==> src/core/occ_gpio_pkg.sv <==
// Constants for the overcurrent flag and pin readback register group.
// Assumes the serial register front end hands over decoded register accesses.
//
// Functional notes
// - Channel A high persistence clears flag bit 3
// - Channel A low persistence clears flag bit 2
// - Channel B high persistence clears flag bit 1
// - Channel B low persistence clears flag bit 0
// - Flags idle at one; writing one restores
// - Flag register bits 15:4 read zero
// - Two-bit codes classify static levels and duty bands
// - Main readback packs pins 4..0, upper zero
// - Codes update only in digital pin modes
// - Aux readback packs 1A,0A,1B,0B, gaps zero
// - Flag register at 06h, resets to 000Fh
package occ_gpio_pkg;

   // ==========================================================
   // Register map
   localparam logic [7:0]  ADDR_FAULT_FLAGS     = 8'h06;
   localparam logic [7:0]  ADDR_READBACK_MAIN   = 8'h07;
   localparam logic [7:0]  ADDR_READBACK_AUX    = 8'h08;
   localparam logic [3:0]  FAULT_FLAGS_RESET    = 4'hf;
   localparam logic [15:0] READ_ZERO            = 16'h0000;
   localparam logic [1:0]  CODE_RESET           = 2'h0;

   // ==========================================================
   // Flag bit positions in the fault flag register
   localparam int CHAN_A_HIGH_BIT = 3;
   localparam int CHAN_A_LOW_BIT  = 2;
   localparam int CHAN_B_HIGH_BIT = 1;
   localparam int CHAN_B_LOW_BIT  = 0;
   localparam int FLAG_COUNT      = 4;
   localparam int FLAG_PAD_WIDTH  = 12;

   // ==========================================================
   // Pin indices and readback field gaps
   localparam int PIN_COUNT   = 9;
   localparam int PIN0        = 0;
   localparam int PIN1        = 1;
   localparam int PIN2        = 2;
   localparam int PIN3        = 3;
   localparam int PIN4        = 4;
   localparam int PIN0_SIDE_A = 5;
   localparam int PIN1_SIDE_A = 6;
   localparam int PIN0_SIDE_B = 7;
   localparam int PIN1_SIDE_B = 8;
   localparam int MAIN_PAD_WIDTH    = 6;
   localparam int AUX_HIGH_PAD      = 4;
   localparam int AUX_MID_PAD       = 4;

   // ==========================================================
   // Level codes
   localparam logic [1:0] LEVEL_LOW       = 2'h0;
   localparam logic [1:0] LEVEL_WEAK_LOW  = 2'h1;
   localparam logic [1:0] LEVEL_WEAK_HIGH = 2'h2;
   localparam logic [1:0] LEVEL_HIGH      = 2'h3;

   // ==========================================================
   // Duty measurement window, in ref_clk cycles (8-bit counter wraps)
   localparam logic [7:0]  WINDOW_LAST    = 8'hff;
   localparam logic [7:0]  WINDOW_START   = 8'h00;
   localparam logic [10:0] WINDOW_CYCLES  = 11'h100;
   localparam logic [8:0]  HIGH_CNT_ZERO  = 9'h000;

   // ==========================================================
   // Persistence counter
   localparam logic [3:0]  PERSIST_ZERO   = 4'h0;
   localparam logic [3:0]  PERSIST_MIN    = 4'h1;

endpackage

==> src/core/occ_gpio_regs.sv <==
// Overcurrent fault flag register and pin level readback registers.
// Assumes synchronous inputs on ref_clk and one-cycle register strobes.
`timescale 1ns/100ps

// ==========================================================
// Persistence counter: flags a fault after N consecutive conversions
module fault_persist
(
   input  wire logic       ref_clk,
   input  wire logic       reset,
   input  wire logic       conv_done,
   input  wire logic       beyond_limit,
   input  wire logic [3:0] count_setting,
   output wire logic       fault_pulse
);
   logic [3:0] count_reg;
   logic [3:0] count_next;
   logic [3:0] target;
   logic [4:0] count_plus;
   logic       hit;

   // A zero setting behaves as a single conversion
   assign target     = (count_setting == occ_gpio_pkg::PERSIST_ZERO) ?
                       occ_gpio_pkg::PERSIST_MIN : count_setting;
   assign count_plus = {1'b0, count_reg} + 5'h01;
   assign hit        = conv_done & beyond_limit & (count_plus >= {1'b0, target});
   assign fault_pulse = hit;
   assign count_next = !conv_done    ? count_reg :
                       !beyond_limit ? occ_gpio_pkg::PERSIST_ZERO :
                       hit           ? target : count_plus[3:0];

   // Run length of conversions beyond the threshold
   always_ff @(posedge ref_clk)
   begin
      if (reset)
         count_reg <= occ_gpio_pkg::PERSIST_ZERO;
      else
         count_reg <= count_next;
   end
endmodule // fault_persist

// ==========================================================
// Duty classifier for one pin over a shared measurement window
module pin_level_sense
(
   input  wire logic       ref_clk,
   input  wire logic       reset,
   input  wire logic       pin_level,
   input  wire logic       digital_mode,
   input  wire logic       window_end,
   output logic      [1:0] level_code
);
   logic [8:0]  high_cnt_reg;
   logic [8:0]  high_cnt_next;
   logic [10:0] high_total;
   logic [10:0] low_total;
   logic [12:0] high_x3;
   logic [12:0] low_x3;
   logic [12:0] window_x2;
   logic [11:0] high_x2;
   logic [1:0]  code_next;

   assign high_total = {2'h0, high_cnt_reg} + {10'h000, pin_level};
   assign low_total  = occ_gpio_pkg::WINDOW_CYCLES - high_total;
   assign high_x3    = {2'h0, high_total} * 13'h0003;
   assign low_x3     = {2'h0, low_total} * 13'h0003;
   assign window_x2  = {1'b0, occ_gpio_pkg::WINDOW_CYCLES, 1'b0};
   assign high_x2    = {high_total, 1'b0};
   assign high_cnt_next = window_end ? occ_gpio_pkg::HIGH_CNT_ZERO : high_total[8:0];

   // High above two thirds, high above half, low above two thirds, else weak low
   assign code_next = (high_x3 > window_x2)                    ? occ_gpio_pkg::LEVEL_HIGH :
                      (high_x2 > {1'b0, occ_gpio_pkg::WINDOW_CYCLES}) ? occ_gpio_pkg::LEVEL_WEAK_HIGH :
                      (low_x3 > window_x2)                     ? occ_gpio_pkg::LEVEL_LOW :
                                                                 occ_gpio_pkg::LEVEL_WEAK_LOW;

   // High-time accumulation across the window
   always_ff @(posedge ref_clk)
   begin
      if (reset)
         high_cnt_reg <= occ_gpio_pkg::HIGH_CNT_ZERO;
      else
         high_cnt_reg <= high_cnt_next;
   end

   // Code refresh at window end, held while the pin is not digital
   always_ff @(posedge ref_clk)
   begin
      if (reset)
         level_code <= occ_gpio_pkg::CODE_RESET;
      else if (window_end && digital_mode)
         level_code <= code_next;
   end
endmodule // pin_level_sense

// ==========================================================
// Register group top
module occ_gpio_regs
(
   input  wire logic        ref_clk,
   input  wire logic        reset,
   input  wire logic [7:0]  reg_addr,
   input  wire logic        reg_wr_en,
   input  wire logic [15:0] reg_wr_data,
   input  wire logic        reg_rd_en,
   output logic      [15:0] reg_rd_data,
   input  wire logic        current_chan_a_conv_done,
   input  wire logic        current_chan_a_above_high,
   input  wire logic        current_chan_a_below_low,
   input  wire logic [3:0]  current_chan_a_fault_count,
   input  wire logic        current_chan_b_conv_done,
   input  wire logic        current_chan_b_above_high,
   input  wire logic        current_chan_b_below_low,
   input  wire logic [3:0]  current_chan_b_fault_count,
   input  wire logic [8:0]  pin_level,
   input  wire logic [8:0]  pin_digital_mode,
   output wire logic        chan_a_high_fault_n,
   output wire logic        chan_a_low_fault_n,
   output wire logic        chan_b_high_fault_n,
   output wire logic        chan_b_low_fault_n
);
   logic [3:0]  fault_flags_reg;
   logic [3:0]  fault_flags_next;
   logic [3:0]  fault_event;
   logic [3:0]  flag_clear;
   logic [7:0]  window_cnt_reg;
   logic        window_end;
   logic [1:0]  level_code [occ_gpio_pkg::PIN_COUNT];
   logic [15:0] flags_word;
   logic [15:0] main_word;
   logic [15:0] aux_word;
   logic [15:0] rd_next;
   logic        sel_flags;

   // ==========================================================
   // Overcurrent persistence detection per comparator
   fault_persist u_a_high
   (
      .ref_clk       (ref_clk),
      .reset         (reset),
      .conv_done     (current_chan_a_conv_done),
      .beyond_limit  (current_chan_a_above_high),
      .count_setting (current_chan_a_fault_count),
      .fault_pulse   (fault_event[occ_gpio_pkg::CHAN_A_HIGH_BIT])
   );
   fault_persist u_a_low
   (
      .ref_clk       (ref_clk),
      .reset         (reset),
      .conv_done     (current_chan_a_conv_done),
      .beyond_limit  (current_chan_a_below_low),
      .count_setting (current_chan_a_fault_count),
      .fault_pulse   (fault_event[occ_gpio_pkg::CHAN_A_LOW_BIT])
   );
   fault_persist u_b_high
   (
      .ref_clk       (ref_clk),
      .reset         (reset),
      .conv_done     (current_chan_b_conv_done),
      .beyond_limit  (current_chan_b_above_high),
      .count_setting (current_chan_b_fault_count),
      .fault_pulse   (fault_event[occ_gpio_pkg::CHAN_B_HIGH_BIT])
   );
   fault_persist u_b_low
   (
      .ref_clk       (ref_clk),
      .reset         (reset),
      .conv_done     (current_chan_b_conv_done),
      .beyond_limit  (current_chan_b_below_low),
      .count_setting (current_chan_b_fault_count),
      .fault_pulse   (fault_event[occ_gpio_pkg::CHAN_B_LOW_BIT])
   );

   // ==========================================================
   // Sticky flags: a fault wins over a same-cycle clear
   assign sel_flags  = (reg_addr == occ_gpio_pkg::ADDR_FAULT_FLAGS);
   assign flag_clear = (reg_wr_en && sel_flags) ?
                       reg_wr_data[occ_gpio_pkg::FLAG_COUNT-1:0] : 4'h0;
   assign fault_flags_next = (fault_flags_reg | flag_clear) & ~fault_event;

   // Flag storage, idle high after reset
   always_ff @(posedge ref_clk)
   begin
      if (reset)
         fault_flags_reg <= occ_gpio_pkg::FAULT_FLAGS_RESET;
      else
         fault_flags_reg <= fault_flags_next;
   end

   assign chan_a_high_fault_n = fault_flags_reg[occ_gpio_pkg::CHAN_A_HIGH_BIT];
   assign chan_a_low_fault_n  = fault_flags_reg[occ_gpio_pkg::CHAN_A_LOW_BIT];
   assign chan_b_high_fault_n = fault_flags_reg[occ_gpio_pkg::CHAN_B_HIGH_BIT];
   assign chan_b_low_fault_n  = fault_flags_reg[occ_gpio_pkg::CHAN_B_LOW_BIT];

   // ==========================================================
   // Shared duty window counter
   assign window_end = (window_cnt_reg == occ_gpio_pkg::WINDOW_LAST);

   always_ff @(posedge ref_clk)
   begin
      if (reset)
         window_cnt_reg <= occ_gpio_pkg::WINDOW_START;
      else
         window_cnt_reg <= window_cnt_reg + 8'h01;
   end

   // One classifier per pin
   for (genvar i = 0; i < occ_gpio_pkg::PIN_COUNT; i++)
   begin : g_pin
      pin_level_sense u_sense
      (
         .ref_clk      (ref_clk),
         .reset        (reset),
         .pin_level    (pin_level[i]),
         .digital_mode (pin_digital_mode[i]),
         .window_end   (window_end),
         .level_code   (level_code[i])
      );
   end

   // ==========================================================
   // Read words with reserved bits forced to zero
   assign flags_word = {{occ_gpio_pkg::FLAG_PAD_WIDTH{1'b0}}, fault_flags_reg};
   assign main_word  = {{occ_gpio_pkg::MAIN_PAD_WIDTH{1'b0}},
                        level_code[occ_gpio_pkg::PIN4], level_code[occ_gpio_pkg::PIN3],
                        level_code[occ_gpio_pkg::PIN2], level_code[occ_gpio_pkg::PIN1],
                        level_code[occ_gpio_pkg::PIN0]};
   assign aux_word   = {{occ_gpio_pkg::AUX_HIGH_PAD{1'b0}},
                        level_code[occ_gpio_pkg::PIN1_SIDE_A],
                        level_code[occ_gpio_pkg::PIN0_SIDE_A],
                        {occ_gpio_pkg::AUX_MID_PAD{1'b0}},
                        level_code[occ_gpio_pkg::PIN1_SIDE_B],
                        level_code[occ_gpio_pkg::PIN0_SIDE_B]};
   assign rd_next = sel_flags ? flags_word :
                    (reg_addr == occ_gpio_pkg::ADDR_READBACK_MAIN) ? main_word :
                    (reg_addr == occ_gpio_pkg::ADDR_READBACK_AUX)  ? aux_word :
                    occ_gpio_pkg::READ_ZERO;

   // Read data captured on the read strobe
   always_ff @(posedge ref_clk)
   begin
      if (reset)
         reg_rd_data <= occ_gpio_pkg::READ_ZERO;
      else if (reg_rd_en)
         reg_rd_data <= rd_next;
   end
endmodule // occ_gpio_regs

==> config.mk <==
export PLATFORM = sky130hd
export DESIGN_NAME = occ_gpio_regs
export DESIGN_NICKNAME = d
export VERILOG_FILES = /design/src/core/occ_gpio_pkg.sv /design/src/core/occ_gpio_regs.sv
export SDC_FILE = /design/constraint.sdc
export NUM_CORES = 1
export LEC_CHECK = 0
export ABC_CLOCK_PERIOD_IN_PS = 6900
export BUFFER_PORTS_ARGS = -buffer_cell sky130_fd_sc_hd__buf_2
export CAP_MARGIN = 20
export CORE_MARGIN = 2
export CORE_UTILIZATION = 57
export CTS_CLUSTER_SIZE = 40
export DETAILED_ROUTE_END_ITERATION = 8
export PLACE_DENSITY = 0.75
export SLEW_MARGIN = 20
export SYNTH_ARGS = -nofsm -noshare
export SYNTH_HDL_FRONTEND = slang
export SYNTH_HIERARCHICAL = 1
export SYNTH_SLANG_ARGS = --single-unit
==> constraint.sdc <==
create_clock -name ref_clk -period 6.9 [get_ports ref_clk]
set_input_delay 0 -clock ref_clk [delete_from_list [all_inputs] [get_ports ref_clk]]
set_output_delay 0 -clock ref_clk [all_outputs]
set_load 0.02 [all_outputs]
==> metrics.cfg, run 1 <==
[worst_setup_path]
cp_num_buf_inv=0
path_cells=ha_1, ha_1, xnor2_1, ha_1, and3_1, xor2_1, ha_1, a21o_1, a211oi_1, o21ai_0, a221o_1, nor3_1, o211ai_1, a211oi_1
slowest_delay_ps=560
cpMostUsedCell=ha_1
required_ps=7230
cp_data_arrival_time_ps=4450
crit_type=flip-flop to flip-flop
crit_family=compound AO/OA/AOI/OAI gates
start_kind=flip-flop
endpoint_kind=flip-flop
crit_path_top_delay_cell=xnor2_1
crit_fanout=8

[global_routing]
grt_use_total_pct=23.0
antenna_found_initial=1
grt_pass1_vias=14900
grt_pass1_wl_mm=66.1
grt.overflow.total=0
grt_max_degree=67

[route]
vias_per_cell=5.74
drt-total-wl_mm=38.5
routedWlPerCell_um=14.3
drtIter0Drc=684
ant_nets=0
drc=0
vias=15400
drtPass1Iterations=5

[clock_tree]
htree_levels=4
clock_sinks=139
numCtsBuffers=17
cts-resized-gates=0
cts_buffer_depth=2
postCtsSetupRepairBufs=0
cts_tree=built
ctsRootBufferMaster=clkbuf_16
path_clk_slew_ps=70
worstSkewPairLatency_ps=440

[timing]
slew_headroom_pct=29.4
final.setup_skew_ps=18.4
fmax_ghz=0.243
period_needed_ps=4120
min_period_over_period_pct=59.8
timing.setup.tns_ps=0
final_max_slew_viol_count=0
tightestPinTransition_ps=1060
worst_slack_ps=2780
rsz0062_at_grt=no
setup_viol=0
final-hold-violation-count=0
hold_ws_ps=6.72

[place]
place_hpwl_mm=30.6
io_buffers=63
gp_congestion=0.840
dp_slack_ps=2860

[synth]
synth-main-ff-cell=dfxtp_1
synth.distinct_cells=91
async_flop_share_pct=0
synthTopCellsByArea=ha_1, dfxtp_1, xor2_1
synth_seq_cells=139
synth_cells=2175
synth_top_area_share_pct=24.2
syn_area_um2=18300
avgSynthCellArea_um2=8.40
synth-edff-count=0
yosys_warnings=6
synth_seq_area_share_pct=15.2
yosys.area.top_type=ha_1

[power]
peakVddDrop_v=0.000168
powerDensity_nw_per_um2=172
power.leakage_nw=9.54

[finish]
finalNetCount=2707
largest_reg_flops=81
drive_gt1_share_pct=10.8
n_antenna_cell=0
n_fill_cell=2699
area_delta_synth_final_pct=9.17

[die]
fp.dieH_um=183
die_w_um=183
row_count=65
io-pin-count=80
start_util_pct=57.9
core_area_um2=31600
die_area_um2=33500

[job]
drv_cap=0

[outcome]
outcome=finished clean

[hold_path]
hp-class=primary input to flip-flop

-- final timing paths --
kind	start	endpoint	slack, ps	cells past startpoint
worst max-delay path	g_pin[5].u_sense/high_cnt_reg[0]	g_pin[5].u_sense/level_code[0]	2780	14
worst min register to register	window_cnt_reg[0]	window_cnt_reg[0]	450	1
worst max register to register	g_pin[5].u_sense/high_cnt_reg[0]	g_pin[5].u_sense/level_code[0]	2780	14
worst min-delay path	current_chan_b_below_low	u_b_low/count_reg[2]	7	5
-- layout by cell type, fill, tap and decap left out, drive strengths merged, types with 48 or more instances in the layout --
cell type,count
nand2,104
nor2b,48
inv,211
buf,64
and3,59
xor2,133
dfxtp,139
a21oi,113
nor2,191
nand3,77
xnor2,98
ha,354
o21ai,79
-- cell usage after synthesis (8+ instances only) --
| cell | number |
|---|---|
| ha_1 | 354 |
| inv_1 | 196 |
| nor2_1 | 190 |
| dfxtp_1 | 139 |
| xor2_1 | 130 |
| a21oi_1 | 111 |
| nand2_1 | 104 |
| xnor2_1 | 98 |
| nand3_1 | 77 |
| nor2b_1 | 48 |
| o21ai_0 | 44 |
| and3_1 | 41 |
| a21o_1 | 36 |
| nand2b_1 | 36 |
| nand4_1 | 34 |
| or2_2 | 32 |
| o21ai_1 | 31 |
| o21a_1 | 30 |
| mux2i_1 | 29 |
| a31oi_1 | 24 |
| o31ai_1 | 21 |
| a211oi_1 | 20 |
| or3_1 | 20 |
| fa_1 | 18 |
| nor3_1 | 18 |
| o211ai_1 | 16 |
| clkbuf_1 | 15 |
| a211o_1 | 13 |
| and3_2 | 13 |
| o2111ai_1 | 12 |
| and4_1 | 10 |
| a2111oi_4 | 9 |
| a32oi_1 | 9 |
| o221ai_1 | 9 |
| a221o_1 | 8 |
| a32o_1 | 8 |
| and2_4 | 8 |
-- tightest hold or removal path, cell delays in order --
cell and delay (ps):
buf_2 100, nand2_1 90, nor2_1 70, o221ai_1 70, nand2_1 50
-- layout make-up --
type                    count  area, um2  share of cell area (%)
inverters                 203        762                    3.82
repair buffers             99        673                    3.38
multi-input cells        1815      14600                    73.4
clock inverters            15        151                   0.759
clock buffers              17        425                    2.13
flip-flops and latches    139       2780                    14.0
well taps                 402        503                    2.52
-- per-layer routing --
layer / vias to the layer above / wire, um / part of all wire (%) / global-route usage, %
li1: 7945 / - / - / -
met1: 7256 / 18600 / 48 / 29.7
met2: 210 / 18300 / 47 / 41.2
met3: 32 / 1190 / 3.1 / 2.64
met4: 2 / 427 / 1.1 / 4.58
met5: - / 12 / 0.031 / 0
-- metrics by stage --
stage	total power [mW]	cell area [um2]	instances	util, %
global route	3.71	19900	2690	63.2
floorplan	2.22	18300	2178	-
global placement	2.46	19000	2623	60.3
finish	3.44	19900	2690	63.2
detailed placement	2.52	19000	2623	60.3
CTS	3.45	19900	2690	63.2
-- report_power, final --
group | total, mW | internal, mW | switching, mW | leakage, nW
Clock | 0.910 | 0.480 | 0.429 | 0.277
Sequential | 0.835 | 0.819 | 0.0160 | 1.12
Combinational | 1.69 | 0.759 | 0.934 | 8.14
Total | 3.44 | 2.06 | 1.38 | 9.54
-- cell families after synthesis --
logic type	share of synthesized area [%]
muxes	1.59
xor gates and xnor gates	11.2
AOI/OAI and AO/OA	20.6
other	0.0205
and+or+nand+nor	20.4
buffers and inverters	4.70
adders and majority gates	26.2
DFF	15.2
-- timing repair --
item	4_1_cts	5_1_grt
hold buffers	35	0
hold endpoints to repair	42	0
setup endpoints to repair	0	0
No activity file was read; power rests on OpenSTA's default activity.
==> inputs of run 2 (changes only) <==
Settings changed: ABC_CLOCK_PERIOD_IN_PS 6900 to 4300.
Clock period 6.9 ns to 4.3 ns, I/O delays scaled along.
==> metrics.cfg, run 2 (same netlist as run 1, synthesis figures left out) <==
[global_routing]
grt_pass1_wl_mm=67.7
grt_max_degree=37
grt.overflow.total=0
grt_use_total_pct=23.7
antenna_found_initial=0
grt_pass1_vias=15400

[outcome]
outcome=finished clean

[route]
drc=0
vias=15800
drtPass1Iterations=5
drtIter0Drc=798
drt-total-wl_mm=39.9
vias_per_cell=5.78
ant_nets=0
routedWlPerCell_um=14.6

[finish]
n_fill_cell=2656
multi_input_area_um2=14700
n_antenna_cell=0
final_cell_mix=ha_1, inv_1, nor2_1
area_delta_synth_final_pct=10.8
largest_reg_flops=81
drive_gt1_share_pct=11.9
design_area_um2=20200
regArea_um2=2780
finalNetCount=2743
final_common_cell=ha_1
fin_cells=2726

[timing]
period_needed_ps=4020
setup_viol=0
tightestPinTransition_ps=882
worst_slack_ps=282
min_period_over_period_pct=93.4
final_max_slew_viol_count=0
slew_headroom_pct=41.1
fmax_ghz=0.249
final-hold-violation-count=0
final.setup_skew_ps=10.7
rsz0062_at_grt=no
timing.setup.tns_ps=0

[place]
io_buffers=63
place_inst=2653
gp_congestion=0.855
dp_slack_ps=316
place_hpwl_mm=31.8
post_dp_cell_area_um2=19200

[power]
power.leakage_nw=9.71
power.total_mw=5.55
peakVddDrop_v=0.000343
powerDensity_nw_per_um2=274

[worst_setup_path]
required_ps=4680
crit_type=flip-flop to flip-flop
endpoint_kind=flip-flop
crit_fanout=6
start_kind=flip-flop
cp_data_arrival_time_ps=4400

[die]
fp.dieH_um=183
core_area_um2=31600
die_area_um2=33500
start_util_pct=57.9
die_w_um=183
row_count=65
io-pin-count=80

[clock_tree]
numCtsBuffers=17
ctsRootBufferMaster=clkbuf_16
postCtsSetupRepairBufs=0
clock_sinks=139
path_clk_slew_ps=70
cts_tree=built
worstSkewPairLatency_ps=440
htree_levels=4
cts_buffer_depth=2

[job]
drv_cap=0

[hold_path]
hp-class=primary input to flip-flop

==> run 2: cell count changes in the layout (fill, tap and decap cells not counted) <==
cell	before	now
buf_4	1	31
dlygate4sd3_1	35	41
clkbuf_8	0	2
clkinv_8	2	0
inv_8	3	1
bufinv_16	0	1
clkinv_2	0	1
xnor2_1	98	97
xnor2_2	0	1
==> run 2: critical path, cell delays in order (launching register included) <==
cell and delay (ps):
dfxtp_1 300, ha_1 230, ha_1 260, xnor2_1 510
ha_1 240, nor2b_1 240, nand3_1 150, xnor2_1 170
ha_1 390, a211o_1 310, a2111oi_0 480, o211ai_1 190
a211oi_1 300, a32o_1 200
==> run 2: area by class of cell <==
class	instances	area share [%]
sequential	139	13.7
inverter	203	3.76
timing repair buffer	135	4.74
tap	402	2.49
multi-input combinational	1815	72.4
clock inverter	13	0.649
clock buffer	19	2.24
==> run 2: final timing paths <==
| check | from | to | slack [ps] | cells after the start |
|---|---|---|---|---|
| hold reg to reg | window_cnt_reg[0] | window_cnt_reg[0] | 450 | 1 |
| hold / removal | current_chan_a_below_low | fault_flags_reg[2] | 20 | 6 |
| setup / recovery | g_pin[2].u_sense/high_cnt_reg[0] | g_pin[2].u_sense/level_code[0] | 280 | 13 |
| setup reg to reg | g_pin[2].u_sense/high_cnt_reg[0] | g_pin[2].u_sense/level_code[0] | 280 | 13 |
==> run 2: where the power goes <==
group | switching (mW) | internal (mW)
Clock | 0.628 | 0.840
Sequential | 0.0255 | 1.32
Combinational | 1.51 | 1.23
==> run 2: per-stage QoR <==
stage	util, %	hold slack, ps
6_report	64.1	24.7
5_1_grt	64.1	40.5
4_1_cts	64.1	1.99
3_5_place_dp	61.0	267
3_3_place_gp	61.0	269
2_1_floorplan	-	72.8
==> run 2: what timing repair did <==
item	CTS	global route
hold buffers	41	0
setup endpoints to repair	0	1
hold endpoints to repair	43	0
gates resized for setup	0	1
==> run 2: routing by layer <==
metal | share of wire (%) | GRT usage, %
met2 | 48 | 42.5
met5 | 0 | 0
met3 | 3.2 | 3.26
met4 | 1.8 | 6.94
met1 | 47 | 29.6
==> inputs of run 3 (changes only) <==
Settings changed: MAX_ROUTING_LAYER set to met4, RECOVER_POWER set to 100.
==> metrics.cfg, run 3 (same netlist as run 1, synthesis figures left out) <==
[power]
p_switching_mw=2.16
switching_share_pct=39.1
pwr-share-comb_pct=49.2
p_seq_share_pct=24.2
p_clk_share_pct=26.5
power.leakage_nw=9.60
power.total_mw=5.53
powerDensity_nw_per_um2=275
peakVddDrop_v=0.000343
p_int_mw=3.37

[worst_setup_path]
path_cells=ha_1, ha_1, xnor2_1, ha_1, nor2b_1, nand3_1, xnor2_1, ha_1, a211o_1, a2111oi_0, o211ai_1, a211oi_1, a32o_1
crit_type=flip-flop to flip-flop
start_kind=flip-flop
critPathCapture=g_pin[2].u_sense/level_code[0]
cp.depth=13
cp_data_arrival_time_ps=4400
reg2reg_slack_ps=280
endpoint_kind=flip-flop
crit_family=compound AO/OA/AOI/OAI gates
r2r_start=g_pin[2].u_sense/high_cnt_reg[0]
cpMostUsedCell=ha_1
rr_worst_depth=13
crit_path_top_delay_cell=xnor2_1
crit_fanout=6
startpoint=g_pin[2].u_sense/high_cnt_reg[0]
rr_endpoint=g_pin[2].u_sense/level_code[0]
slowest_delay_ps=510
cp_num_buf_inv=0
required_ps=4680

[timing]
final-hold-violation-count=0
final.setup_skew_ps=10.8
tightestPinTransition_ps=2290
rsz0062_at_grt=no
period_needed_ps=4020
final_max_slew_viol_count=37
timing.setup.tns_ps=0
min_period_over_period_pct=93.4
setup_viol=0
fmax_ghz=0.249
slew_headroom_pct=-53.5

[finish]
n_antenna_cell=0
area_delta_synth_final_pct=10.2
finalNetCount=2743
fin_util_pct=63.8
n_fill_cell=2694
drive_gt1_share_pct=10.1
final_cell_mix=ha_1, inv_1, nor2_1
largest_reg_flops=81
final_common_cell=ha_1

[route]
drc=0
ant_nets=0
routedWlPerCell_um=14.6
vias_per_cell=5.76
drtIter0Drc=906
drtPass1Iterations=5
drt-total-wl_mm=39.9
vias=15700

[die]
row_count=65
core_area_um2=31600
start_util_pct=57.9
die_w_um=183
io-pin-count=80
die_area_um2=33500
fp.dieH_um=183

[outcome]
violations=max-capacitance violations, max-slew violations
outcome=complete, but fails checks

[clock_tree]
path_clk_slew_ps=70
htree_levels=4
clock_sinks=139
numCtsBuffers=17
cts_buffer_depth=2
cts_tree=built
ctsRootBufferMaster=clkbuf_16
worstSkewPairLatency_ps=440

[place]
io_buffers=63
gp_congestion=0.869
place_hpwl_mm=31.8

[global_routing]
grt_pass1_wl_mm=67.6
grt_max_degree=37
antenna_found_initial=0
grt_pass1_vias=15400
grt_use_total_pct=24.4
grt.overflow.total=0

[hold_path]
holdPathStages=6
hp-class=primary input to flip-flop

[job]
drv_cap=2

-- run 3: cell types whose count changed in the layout (fill, tap and decap cells not counted), sizes merged --
| cell | before | now |
|---|---|---|
| buf | 94 | 75 |
| clkbuf | 19 | 38 |
-- run 3: layout make-up --
| cell class | instances | area (um2) | area share (%) |
|---|---|---|---|
| Multi-Input combinational cell | 1815 | 14600 | 72.4 |
| Inverter | 203 | 762 | 3.78 |
| Sequential cell | 139 | 2780 | 13.8 |
| Clock buffer | 19 | 453 | 2.25 |
| Timing Repair Buffer | 135 | 932 | 4.63 |
| Tap cell | 402 | 503 | 2.50 |
| Clock inverter | 13 | 131 | 0.652 |
-- run 3: metrics by stage --
stage | instances | instance area, um2 | hold slack [ps] | worst slack (ps)
2_1_floorplan | 2178 | 18300 | 72.8 | 619
3_3_place_gp | 2653 | 19200 | 269 | 467
3_5_place_dp | 2653 | 19200 | 267 | 316
4_1_cts | 2726 | 20200 | 1.99 | 297
5_1_grt | 2726 | 20100 | 35.2 | 84.8
6_report | 2726 | 20100 | 25.5 | 283
-- run 3: worst min path at each step --
stage	from	end	slack [ps]
2_1_floorplan	reset	g_pin[0].u_sense/level_code[0]	70
3_3_place_gp	reg_wr_data[3]	fault_flags_reg[3]	270
3_5_place_dp	reg_wr_data[0]	fault_flags_reg[0]	270
4_1_cts	current_chan_a_below_low	u_a_low/count_reg[1]	2
5_1_grt	current_chan_a_below_low	u_a_low/count_reg[0]	40
6_report	current_chan_a_below_low	fault_flags_reg[2]	30
-- run 3: repair_timing --
action	CTS	global route
hold buffers	41	0
buffers inserted	0	0
endpoints found under the hold margin	43	0
gates resized for setup	0	1
endpoints found under the setup margin	0	1
-- run 3: routing by layer --
metal,vias up,global-route usage [%],wire (um)
li1,8014,-,-
met1,7385,29.6,18900
met2,264,42.5,19200
met3,40,3.22,1240
met4,0,6.94,623
met5,-,-,0
-- run 3: power groups by stage --
stage | Clock [mW] | Combinational (mW) | Sequential [mW]
6_report | 1.47 | 2.73 | 1.34
5_1_grt | 1.56 | 3.06 | 1.34
4_1_cts | 1.50 | 2.73 | 1.34
3_5_place_dp | 0 | 2.69 | 1.37
3_3_place_gp | 0 | 2.59 | 1.37
2_1_floorplan | 0 | 2.20 | 1.36
-- run 3: worst min-delay path: stages --
cell,delay (ps)
buf_2,100
nand2_1,90
nor2b_1,80
inv_1,50
a21oi_1,70
o31ai_2,50
